--- src/rtl/pll_pkg.sv ---
// shared constants for the dual synthesizer serial load path and divider logic
package pll_pkg;
  // ==================================================
  // serial word and latch selection
  localparam int WORD_W = 24;
  localparam logic [1:0] SEL_IF_R = 2'h0;
  localparam logic [1:0] SEL_IF_AB = 2'h1;
  localparam logic [1:0] SEL_RF_R = 2'h2;
  localparam logic [1:0] SEL_RF_AB = 2'h3;
  localparam logic [WORD_W-1:0] LATCH_RESET = 24'h000000;

  // ==================================================
  // field positions of the reference latches
  localparam int R_LSB = 2;
  localparam int R_W = 15;
  localparam int PD_POL_BIT = 17;
  localparam int OSEL_LO_BIT = 19;
  localparam int OSEL_HI_BIT = 20;

  // ==================================================
  // field positions of the swallow/main latches
  localparam int A_LSB = 2;
  localparam int A_W = 6;
  localparam int B_LSB = 8;
  localparam int B_W = 13;
  localparam int PRE_LSB = 22;
  localparam logic [B_W-1:0] B_MIN = 13'h0003;
  localparam logic [R_W-1:0] R_MIN = 15'h0001;

  // ==================================================
  // lock detection timing
  localparam int CLK_PERIOD_NS = 50;
  localparam int LOCK_ERR_NS = 15;
  localparam int UNLOCK_ERR_NS = 25;
  localparam logic [1:0] LOCK_RUN = 2'h3;
  localparam int ERR_W = 16;

  // ==================================================
  // status output selection codes
  localparam logic [3:0] MUX_OFF = 4'h0;
  localparam logic [3:0] MUX_IF_DLOCK = 4'h1;
  localparam logic [3:0] MUX_IF_NDIV = 4'h2;
  localparam logic [3:0] MUX_IF_ALOCK = 4'h3;
  localparam logic [3:0] MUX_IF_RDIV = 4'h4;
  localparam logic [3:0] MUX_RF_DLOCK = 4'h5;
  localparam logic [3:0] MUX_RF_NDIV = 4'h6;
  localparam logic [3:0] MUX_RF_ALOCK = 4'h7;
  localparam logic [3:0] MUX_RF_RDIV = 4'h8;
  localparam logic [3:0] MUX_BOTH_DLOCK = 4'h9;
  localparam logic [3:0] MUX_LOW = 4'hA;
  localparam logic [3:0] MUX_HIGH = 4'hB;

  // ==================================================
  // controller registers and serial timing
  localparam logic [31:0] ADDR_DATA = 32'h00000000;
  localparam logic [31:0] ADDR_CTRL = 32'h00000004;
  localparam logic [31:0] ADDR_STATUS = 32'h00000008;
  localparam int CTRL_START_BIT = 0;
  localparam int STATUS_BUSY_BIT = 0;
  localparam int SCLK_HALF_DEF = 2;

  typedef enum logic [1:0] {
    ST_IDLE = 2'h0,
    ST_LOW = 2'h1,
    ST_HIGH = 2'h3,
    ST_LOAD = 2'h2
  } host_state_e;
endpackage

--- src/rtl/pll_serial_if.sv ---
// three-wire serial load link between controller and synthesizer
`timescale 1ns/1ns
interface pll_serial_if;
  logic sclk;
  logic sdata;
  logic load_strobe;
  modport device (input sclk, input sdata, input load_strobe);
  modport host (output sclk, output sdata, output load_strobe);
endinterface

--- src/rtl/pll_device.sv ---
// dual synthesizer digital section: serial latches, dividers, phase detector, lock, status mux
// How it works
// - feedback ratio is modulus times main plus swallow
// - each section selects 8/9, 16/17, 32/33, 64/65
// - prescaler built on a 4/5 core
// - software keeps prescaler output within rated speed
// - main count accepts 3 to 8191
// - swallow count is 6 bits, 0 to 63
// - reference divider ratio 1 to 32767
// - phase detector compares reference and feedback edges
// - four latch bits select the status output
// - digital lock after three errors below 15 ns
// - digital lock drops on error above 25 ns
// - analog lock open drain, high with low pulses
// - one data bit shifted per serial clock rise
// - host sends most significant bit first
// - load strobe rise copies shift register to latch
// - two lowest word bits choose the latch
// - latch codes: IF ref, IF AB, RF ref, RF AB
// - separate reference and feedback counters per section
`timescale 1ns/1ns
module pll_device
  import pll_pkg::*;
(
  input wire logic hclk,
  input wire logic hresetn,
  pll_serial_if.device link,
  input wire logic ref_in,
  input wire logic rf_in,
  input wire logic if_in,
  output logic [1:0] pd_up,
  output logic [1:0] pd_down,
  output logic [1:0] lock_flag,
  output logic status_out,
  output logic status_oe
);

  // ==================================================
  // pin synchronisers and edge detection
  localparam int NPIN = 6;
  logic [NPIN-1:0] pin_raw;
  logic [NPIN-1:0] sync1_q;
  logic [NPIN-1:0] sync2_q;
  logic [NPIN-1:0] prev_q;
  logic [NPIN-1:0] rise;

  assign pin_raw = {if_in, rf_in, ref_in, link.load_strobe, link.sdata, link.sclk};

  always_ff @(posedge hclk or negedge hresetn) begin
    if (!hresetn) begin
      sync1_q <= '0;
      sync2_q <= '0;
      prev_q <= '0;
    end else begin
      sync1_q <= pin_raw;
      sync2_q <= sync1_q;
      prev_q <= sync2_q;
    end
  end

  assign rise = sync2_q & ~prev_q;

  logic sclk_rise;
  logic load_rise;
  logic ref_rise;
  logic [1:0] fb_rise;

  assign sclk_rise = rise[0];
  assign load_rise = rise[2];
  assign ref_rise = rise[3];
  assign fb_rise = {rise[4], rise[5]};

  // ==================================================
  // serial shift register and latches
  logic [WORD_W-1:0] shift_q;
  logic [WORD_W-1:0] r_latch_q [2];
  logic [WORD_W-1:0] ab_latch_q [2];

  always_ff @(posedge hclk or negedge hresetn) begin
    if (!hresetn) begin
      shift_q <= '0;
    end else if (sclk_rise) begin
      shift_q <= {shift_q[WORD_W-2:0], sync2_q[1]};
    end
  end

  // latches move only on the strobe, never while bits shift
  always_ff @(posedge hclk or negedge hresetn) begin
    if (!hresetn) begin
      r_latch_q[0] <= LATCH_RESET;
      r_latch_q[1] <= LATCH_RESET;
      ab_latch_q[0] <= LATCH_RESET;
      ab_latch_q[1] <= LATCH_RESET;
    end else if (load_rise) begin
      case (shift_q[1:0])
        SEL_IF_R: r_latch_q[0] <= shift_q;
        SEL_IF_AB: ab_latch_q[0] <= shift_q;
        SEL_RF_R: r_latch_q[1] <= shift_q;
        SEL_RF_AB: ab_latch_q[1] <= shift_q;
        default: r_latch_q[0] <= r_latch_q[0];
      endcase
    end
  end

  // ==================================================
  // helpers
  function automatic logic [R_W-1:0] r_ratio(input logic [WORD_W-1:0] w);
    logic [R_W-1:0] r;
    r = w[R_LSB +: R_W];
    return (r < R_MIN) ? R_MIN : r;
  endfunction

  function automatic logic [B_W-1:0] b_ratio(input logic [WORD_W-1:0] w);
    logic [B_W-1:0] b;
    b = w[B_LSB +: B_W];
    return (b < B_MIN) ? B_MIN : b;
  endfunction

  function automatic logic [31:0] err_ns(input logic [ERR_W-1:0] c);
    return {16'h0000, c} * CLK_PERIOD_NS;
  endfunction

  logic [1:0] ndiv_q;
  logic [1:0] rdiv_q;
  logic [1:0] alock;

  // ==================================================
  // per-section dividers, phase detector and lock detect (0 = IF, 1 = RF)
  genvar s;
  generate
    for (s = 0; s < 2; s++) begin : g_sec
      logic [2:0] core_q;
      logic [3:0] ext_q;
      logic [3:0] ext_last;
      logic swallow;
      logic core_end;
      logic presc_pulse;
      logic [A_W-1:0] a_cnt_q;
      logic [B_W-1:0] b_cnt_q;
      logic [R_W-1:0] r_cnt_q;
      logic n_pulse_q;
      logic r_pulse_q;
      logic up_q;
      logic dn_q;
      logic ref_arm;
      logic fb_arm;
      logic [ERR_W-1:0] err_q;
      logic [1:0] run_q;
      logic lock_q;
      logic pol;
      logic ndiv_s_q;
      logic rdiv_s_q;

      // extension divides the 4/5 core by 2, 4, 8 or 16
      assign ext_last = 4'((5'h02 << ab_latch_q[s][PRE_LSB +: 2]) - 5'h01);
      assign swallow = (a_cnt_q != '0) && (ext_q == ext_last);
      assign core_end = (core_q == (swallow ? 3'h4 : 3'h3));
      assign presc_pulse = fb_rise[s] && core_end && (ext_q == ext_last);

      always_ff @(posedge hclk or negedge hresetn) begin
        if (!hresetn) begin
          core_q <= '0;
          ext_q <= '0;
        end else if (fb_rise[s]) begin
          if (core_end) begin
            core_q <= '0;
            ext_q <= (ext_q == ext_last) ? 4'h0 : 4'(ext_q + 4'h1);
          end else begin
            core_q <= 3'(core_q + 3'h1);
          end
        end
      end

      // swallow count runs A cycles at P+1, main count B cycles in all
      always_ff @(posedge hclk or negedge hresetn) begin
        if (!hresetn) begin
          a_cnt_q <= '0;
          b_cnt_q <= '0;
          n_pulse_q <= 1'b0;
        end else begin
          n_pulse_q <= 1'b0;
          if (presc_pulse) begin
            if (b_cnt_q <= 13'h0001) begin
              b_cnt_q <= b_ratio(ab_latch_q[s]);
              a_cnt_q <= ab_latch_q[s][A_LSB +: A_W];
              n_pulse_q <= 1'b1;
            end else begin
              b_cnt_q <= 13'(b_cnt_q - 13'h0001);
              if (a_cnt_q != '0) begin
                a_cnt_q <= 6'(a_cnt_q - 6'h01);
              end
            end
          end
        end
      end

      always_ff @(posedge hclk or negedge hresetn) begin
        if (!hresetn) begin
          r_cnt_q <= '0;
          r_pulse_q <= 1'b0;
        end else begin
          r_pulse_q <= 1'b0;
          if (ref_rise) begin
            if (r_cnt_q >= 15'(r_ratio(r_latch_q[s]) - R_MIN)) begin
              r_cnt_q <= '0;
              r_pulse_q <= 1'b1;
            end else begin
              r_cnt_q <= 15'(r_cnt_q + 15'h0001);
            end
          end
        end
      end

      // phase/frequency detector: both armed resets both
      assign ref_arm = up_q | r_pulse_q;
      assign fb_arm = dn_q | n_pulse_q;

      always_ff @(posedge hclk or negedge hresetn) begin
        if (!hresetn) begin
          up_q <= 1'b0;
          dn_q <= 1'b0;
          err_q <= '0;
        end else if (ref_arm && fb_arm) begin
          up_q <= 1'b0;
          dn_q <= 1'b0;
          err_q <= '0;
        end else begin
          up_q <= ref_arm;
          dn_q <= fb_arm;
          if ((ref_arm || fb_arm) && err_q != '1) begin
            err_q <= 16'(err_q + 16'h0001);
          end
        end
      end

      always_ff @(posedge hclk or negedge hresetn) begin
        if (!hresetn) begin
          run_q <= '0;
          lock_q <= 1'b0;
        end else if (ref_arm && fb_arm) begin
          if (err_ns(err_q) < LOCK_ERR_NS) begin
            if (run_q == 2'(LOCK_RUN - 2'h1)) begin
              lock_q <= 1'b1;
            end
            if (run_q != LOCK_RUN) begin
              run_q <= 2'(run_q + 2'h1);
            end
          end else begin
            run_q <= '0;
            if (err_ns(err_q) > UNLOCK_ERR_NS) begin
              lock_q <= 1'b0;
            end
          end
        end
      end

      assign pol = r_latch_q[s][PD_POL_BIT];
      assign pd_up[s] = pol ? up_q : dn_q;
      assign pd_down[s] = pol ? dn_q : up_q;
      assign lock_flag[s] = lock_q;
      assign alock[s] = ~(up_q | dn_q);

      // one register per section keeps each divided output to a single process
      always_ff @(posedge hclk or negedge hresetn) begin
        if (!hresetn) begin
          ndiv_s_q <= 1'b0;
          rdiv_s_q <= 1'b0;
        end else begin
          if (n_pulse_q) begin
            ndiv_s_q <= ~ndiv_s_q;
          end
          if (r_pulse_q) begin
            rdiv_s_q <= ~rdiv_s_q;
          end
        end
      end

      assign ndiv_q[s] = ndiv_s_q;
      assign rdiv_q[s] = rdiv_s_q;
    end
  endgenerate

  // ==================================================
  // status output multiplexer
  logic [3:0] osel;
  logic mux_val;
  logic mux_oe;

  assign osel = {r_latch_q[1][OSEL_HI_BIT], r_latch_q[1][OSEL_LO_BIT],
                 r_latch_q[0][OSEL_HI_BIT], r_latch_q[0][OSEL_LO_BIT]};

  always_comb begin
    mux_val = 1'b0;
    mux_oe = 1'b1;
    case (osel)
      MUX_IF_DLOCK: mux_val = lock_flag[0];
      MUX_IF_NDIV: mux_val = ndiv_q[0];
      MUX_IF_ALOCK: mux_oe = ~alock[0];
      MUX_IF_RDIV: mux_val = rdiv_q[0];
      MUX_RF_DLOCK: mux_val = lock_flag[1];
      MUX_RF_NDIV: mux_val = ndiv_q[1];
      MUX_RF_ALOCK: mux_oe = ~alock[1];
      MUX_RF_RDIV: mux_val = rdiv_q[1];
      MUX_BOTH_DLOCK: mux_val = lock_flag[0] & lock_flag[1];
      MUX_LOW: mux_val = 1'b0;
      MUX_HIGH: mux_val = 1'b1;
      default: mux_oe = 1'b0;
    endcase
  end

  always_ff @(posedge hclk or negedge hresetn) begin
    if (!hresetn) begin
      status_out <= 1'b0;
      status_oe <= 1'b0;
    end else begin
      status_out <= mux_val;
      status_oe <= mux_oe;
    end
  end

endmodule

--- src/flat_wrapper.sv ---
// flat-port wrapper written by rule: the top's interface ports become plain ports
module pll_device_flat import pll_pkg::*;
  (hclk, hresetn, ref_in, rf_in, if_in, pd_up, pd_down, lock_flag, status_out, status_oe, link_sclk, link_sdata, link_load_strobe);
  pll_serial_if link_i ();
  input wire logic hclk;
  input wire logic hresetn;
  input wire logic ref_in;
  input wire logic rf_in;
  input wire logic if_in;
  output logic [1:0] pd_up;
  output logic [1:0] pd_down;
  output logic [1:0] lock_flag;
  output logic status_out;
  output logic status_oe;
  input wire logic [$bits(link_i.sclk)-1:0] link_sclk;
  input wire logic [$bits(link_i.sdata)-1:0] link_sdata;
  input wire logic [$bits(link_i.load_strobe)-1:0] link_load_strobe;
  assign link_i.sclk = link_sclk;
  assign link_i.sdata = link_sdata;
  assign link_i.load_strobe = link_load_strobe;
  pll_device u_core (.hclk(hclk), .hresetn(hresetn), .link(link_i), .ref_in(ref_in), .rf_in(rf_in), .if_in(if_in), .pd_up(pd_up), .pd_down(pd_down), .lock_flag(lock_flag), .status_out(status_out), .status_oe(status_oe));
endmodule
--- config.mk ---
export PLATFORM = sky130hd
export DESIGN_NAME = pll_device_flat
export DESIGN_NICKNAME = d
export VERILOG_FILES = /design/src/rtl/pll_pkg.sv /design/src/rtl/pll_serial_if.sv /design/src/rtl/pll_device.sv /design/src/flat_wrapper.sv
export SDC_FILE = /design/constraint.sdc
export NUM_CORES = 1
export LEC_CHECK = 0
export CAP_MARGIN = 25
export CORE_ASPECT_RATIO = 2
export CORE_UTILIZATION = 65
export CTS_BUF_LIST = sky130_fd_sc_hd__clkbuf_4 sky130_fd_sc_hd__clkbuf_8 sky130_fd_sc_hd__clkbuf_16
export DETAILED_ROUTE_END_ITERATION = 16
export DONT_BUFFER_PORTS = 1
export GPL_ROUTABILITY_DRIVEN = 0
export PLACE_DENSITY_LB_ADDON = 0.2
export SYNTH_ARGS = -nofsm -noshare
export SYNTH_HDL_FRONTEND = slang
export SYNTH_SLANG_ARGS = --single-unit
--- constraint.sdc ---
create_clock -name hclk -period 6.32 [get_ports hclk]
set_clock_uncertainty 0.2 [all_clocks]
set_input_delay 0 -clock hclk [delete_from_list [all_inputs] [get_ports hclk]]
set_output_delay 0 -clock hclk [all_outputs]
set_load 0.005 [all_outputs]
==> metrics <==
Peak VDD IR 275 uV; die area about 25000 sq um; post-synth top area share between 30% and 40%; top cells by area, synth dfrtp_1, ha_1, mux2_2, nor2_1, inv_1; Syn Nets about 1.8k; vias after detailed routing between 10k and 15k; Reg clk slew, reported paths ~0.06 ns; PortBufs 0; CP Capture Type flip-flop; flip-flop and latch count after synthesis roughly 250; # placed instances between 1.5k and 2k; crit path time final roughly 5.0 ns; global-route wire length before repair about 57000 microns; Post-synth top cells dfrtp_1, ha_1, nor2_1; Hold Slack -0.0918 ns; routed wire length 33900 microns; Num CTS Buffers 24; clk_lat worst skew between 0.5 and 0.6 ns; post-CTS setup buffer count 0; clock sinks roughly 250; setup violators final 0; Fillers 1723; Clock Tree Root clkbuf_16; top_reg_cell synth dfrtp_1; Combinational Power Share between 40% and 50%; max_cap viols 0; Nets approximately 1.8k; Worst Path Required between 6 and 7 ns; power per cell area around 450 nW/um^2; Seq pwr share approximately 33%; non-filler cells, final 1928; EDFF count, synth 0; startpoint types flip-flop; number of diodes 0; Final Core Density a little under three quarters; RSZ-0062 raised after global routing false; die width 112 microns; Yosys cell types 80; largest net degree at the start of global routing roughly 250; leakage power roughly 8.5 nW; critical path class flip-flop to flip-flop; Area Overhead vs Synth 8.27%; DPL Wire Length between 20000 and 30000 microns; clock buffer depth 3; cell accounting for the most synthesized area dfrtp_1; multi-input logic area between 8000 and 9000 sq um; synthesized cell area around 16000 sq um; sw frac 41.8%; Fin. Hold Viols 7; IO Pins 16; Crit path largest cell delay slightly below 0.6 ns; Chip Height approximately 220 microns; post-DR wirelength/cell 17.6 microns; Post-Synthesis Cells between 1.5k and 2k; max-slew violation count 0; Register Area between 6000 and 7000 sq um; TritonCTS clock tree built; Tcrit/Tclk final 78.9%; initial DRC count 500; Max Freq ~200 MHz; GR Util All Layers roughly 28%; status complete, but fails checks; Fin Setup TNS 0 ns; slowest stage cell, crit path or4_1; sequential area share after synthesis 39.9%; yosys warns 0; vias per cell 6.16; core area 23900 sq um; Slew Limit Headroom approximately 9.1%; Worst Hold Class input port to async pin; Initial DRT Pass Iterations 6; cell with the most instances after synthesis dfrtp_1; total grt overflow 0; number of remaining DRC errors 0; initial core utilization around two thirds; critical-path cell list or4_1 -> or3_1 -> or3_4 -> nor4_4 -> a31oi_1 -> ha_1 -> nand3_1 -> nor3_1 -> xnor2_1 -> ha_1 -> a21o_1 -> a21oi_1 -> nor2b_1 -> o21ai_1 -> a21boi_0 -> a31oi_1 -> nand2_1 -> or4_1 -> o221ai_1; WP data arrival roughly 5.2 ns; vias in the first global route between 10k and 15k; initial antenna violation count 0; Internal Power 0.00454 W; reported net switching power around 0.0033 W; CTS H-tree lvls 1; ys async rst share 100%; Clk pwr share about a fifth; Detail Route Antenna Nets 0; syn avg cell area 9.82 sq um; number of core rows 80; CP max FO 8; failing checks hold timing; actual slew at the worst max-slew pin roughly 1.4 ns; share of cells above drive strength 1 about 11%
final cells by class:
type / count / area share [%]
timing repair buffer: 25 / 1.44
multi-input combinational: 1179 / 51.7
tap: 287 / 2.09
inverter: 144 / 3.15
clock inverter: 9 / 0.722
sequential: 253 / 36.9
clock buffer: 31 / 4.02
repair_timing:
item / CTS / global route
endpoints found under the hold margin: 259 / 0
resized for setup: 0 / 0
hold buffers: 14 / 0
sequential cells by signal, summed over array words and instances, names as in the netlist, 4 cells and up:
register              flops
u_core.g_sec.core_q       6
u_core.g_sec.b_cnt_q     26
u_core.shift_q           24
u_core.prev_q             5
u_core.ab_latch_q        42
u_core.g_sec.ext_q        8
u_core.g_sec.r_cnt_q     30
u_core.g_sec.err_q       32
u_core.g_sec.a_cnt_q     12
u_core.g_sec.run_q        4
u_core.sync1_q            6
u_core.osel               4
u_core.r_latch_q         30
u_core.sync2_q            6
worst max-delay path: cells and delay by family (launching register included):
family	cells	cell delay (ns)
simple gates	9	2.59
compound gates	7	1.04
fa+ha+maj	2	0.56
flops	1	0.41
xor+xnor	1	0.13
final timing paths:
check / endpoint / startpoint / cells past startpoint / slack, ns
worst max-delay path: u_core.g_sec[0].r_cnt_q[3]$_DFFE_PN0P_ / u_core.r_latch_q[35]$_DFFE_PN0P_ / 19 / 1.33
worst min-delay path: u_core.g_sec[1].r_cnt_q[8]$_DFFE_PN0P_ / hresetn / 2 / -0.09
worst max register to register: u_core.g_sec[0].r_cnt_q[3]$_DFFE_PN0P_ / u_core.r_latch_q[35]$_DFFE_PN0P_ / 19 / 1.33
worst min register to register: u_core.sync2_q[2]$_DFF_PN0_ / u_core.sync1_q[2]$_DFF_PN0_ / 0 / 0.15
max in group asynchronous: u_core.g_sec[0].err_q[0]$_DFFE_PN0P_ / hresetn / 2 / 4.86
min in group hclk: u_core.sync2_q[2]$_DFF_PN0_ / u_core.sync1_q[2]$_DFF_PN0_ / 0 / 0.15
power groups by stage:
stage	clock network [W]	logic (W)	registers [W]
after floorplan	0	0.00294	0.00237
after global placement	0	0.00351	0.00254
after CTS	0.00153	0.00374	0.00255
final	0.00150	0.00375	0.00255
after detailed placement	0	0.00366	0.00257
after global routing	0.00158	0.00423	0.00261
placed cells by master (no fill, tap or decap), drive strengths merged, types with 11 or more instances in the layout:
cell type    synthesis  layout
nand4               15      15
o31ai               11      11
nor2b               14      14
inv                144     144
a21o                26      26
nor2               147     147
or3                 14      14
nand2b              14      14
a211oi              11      11
clkbuf              29      31
nor4                18      18
mux2               109     109
dlygate4sd3          0      13
nand2              110     110
xor2                34      34
xnor2               56      56
buf                  9      12
o22a                13      13
a31oi               19      19
ha                 158     158
fa                  22      22
nor3                50      50
dfrtp              253     253
a21oi               89      89
nand3               49      49
o21ai               82      82
and3                16      16
through the flow:
stage	setup WS, ns	hold WS, ns	cell area, sq um	power, W
final	1.33	-0.0918	17200	0.00781
after global routing	0.983	0.137	17200	0.00843
after CTS	1.38	0.130	17200	0.00782
after detailed placement	1.36	-0.488	16200	0.00623
after global placement	1.43	-0.486	16200	0.00606
after floorplan	1.80	-0.496	15900	0.00531
cell families (layout without fill, tap and decap cells):
| logic type | Yosys count | after routing | synth area share [%] |
|---|---|---|---|
| AND/OR/NAND/NOR | 482 | 482 | 14.8 |
| AO/OA/AOI/OAI | 309 | 309 | 12.3 |
| flip-flops | 253 | 253 | 39.9 |
| buffers and inverters | 182 | 209 | 4.38 |
| adder cells (fa/ha/maj) | 180 | 180 | 15.2 |
| multiplexers | 118 | 118 | 8.31 |
| XOR/XNOR | 90 | 90 | 4.97 |
per-layer routing:
layer  track usage (%)  wire (microns)  up-vias
met5                 0               0        -
met4              16.5            1900        0
met3              2.91             810       99
met2              54.4           18600      247
met1              28.8           12600     5820
li1                  -               -     5714
Note: power is estimated with default switching activity, not from simulation.
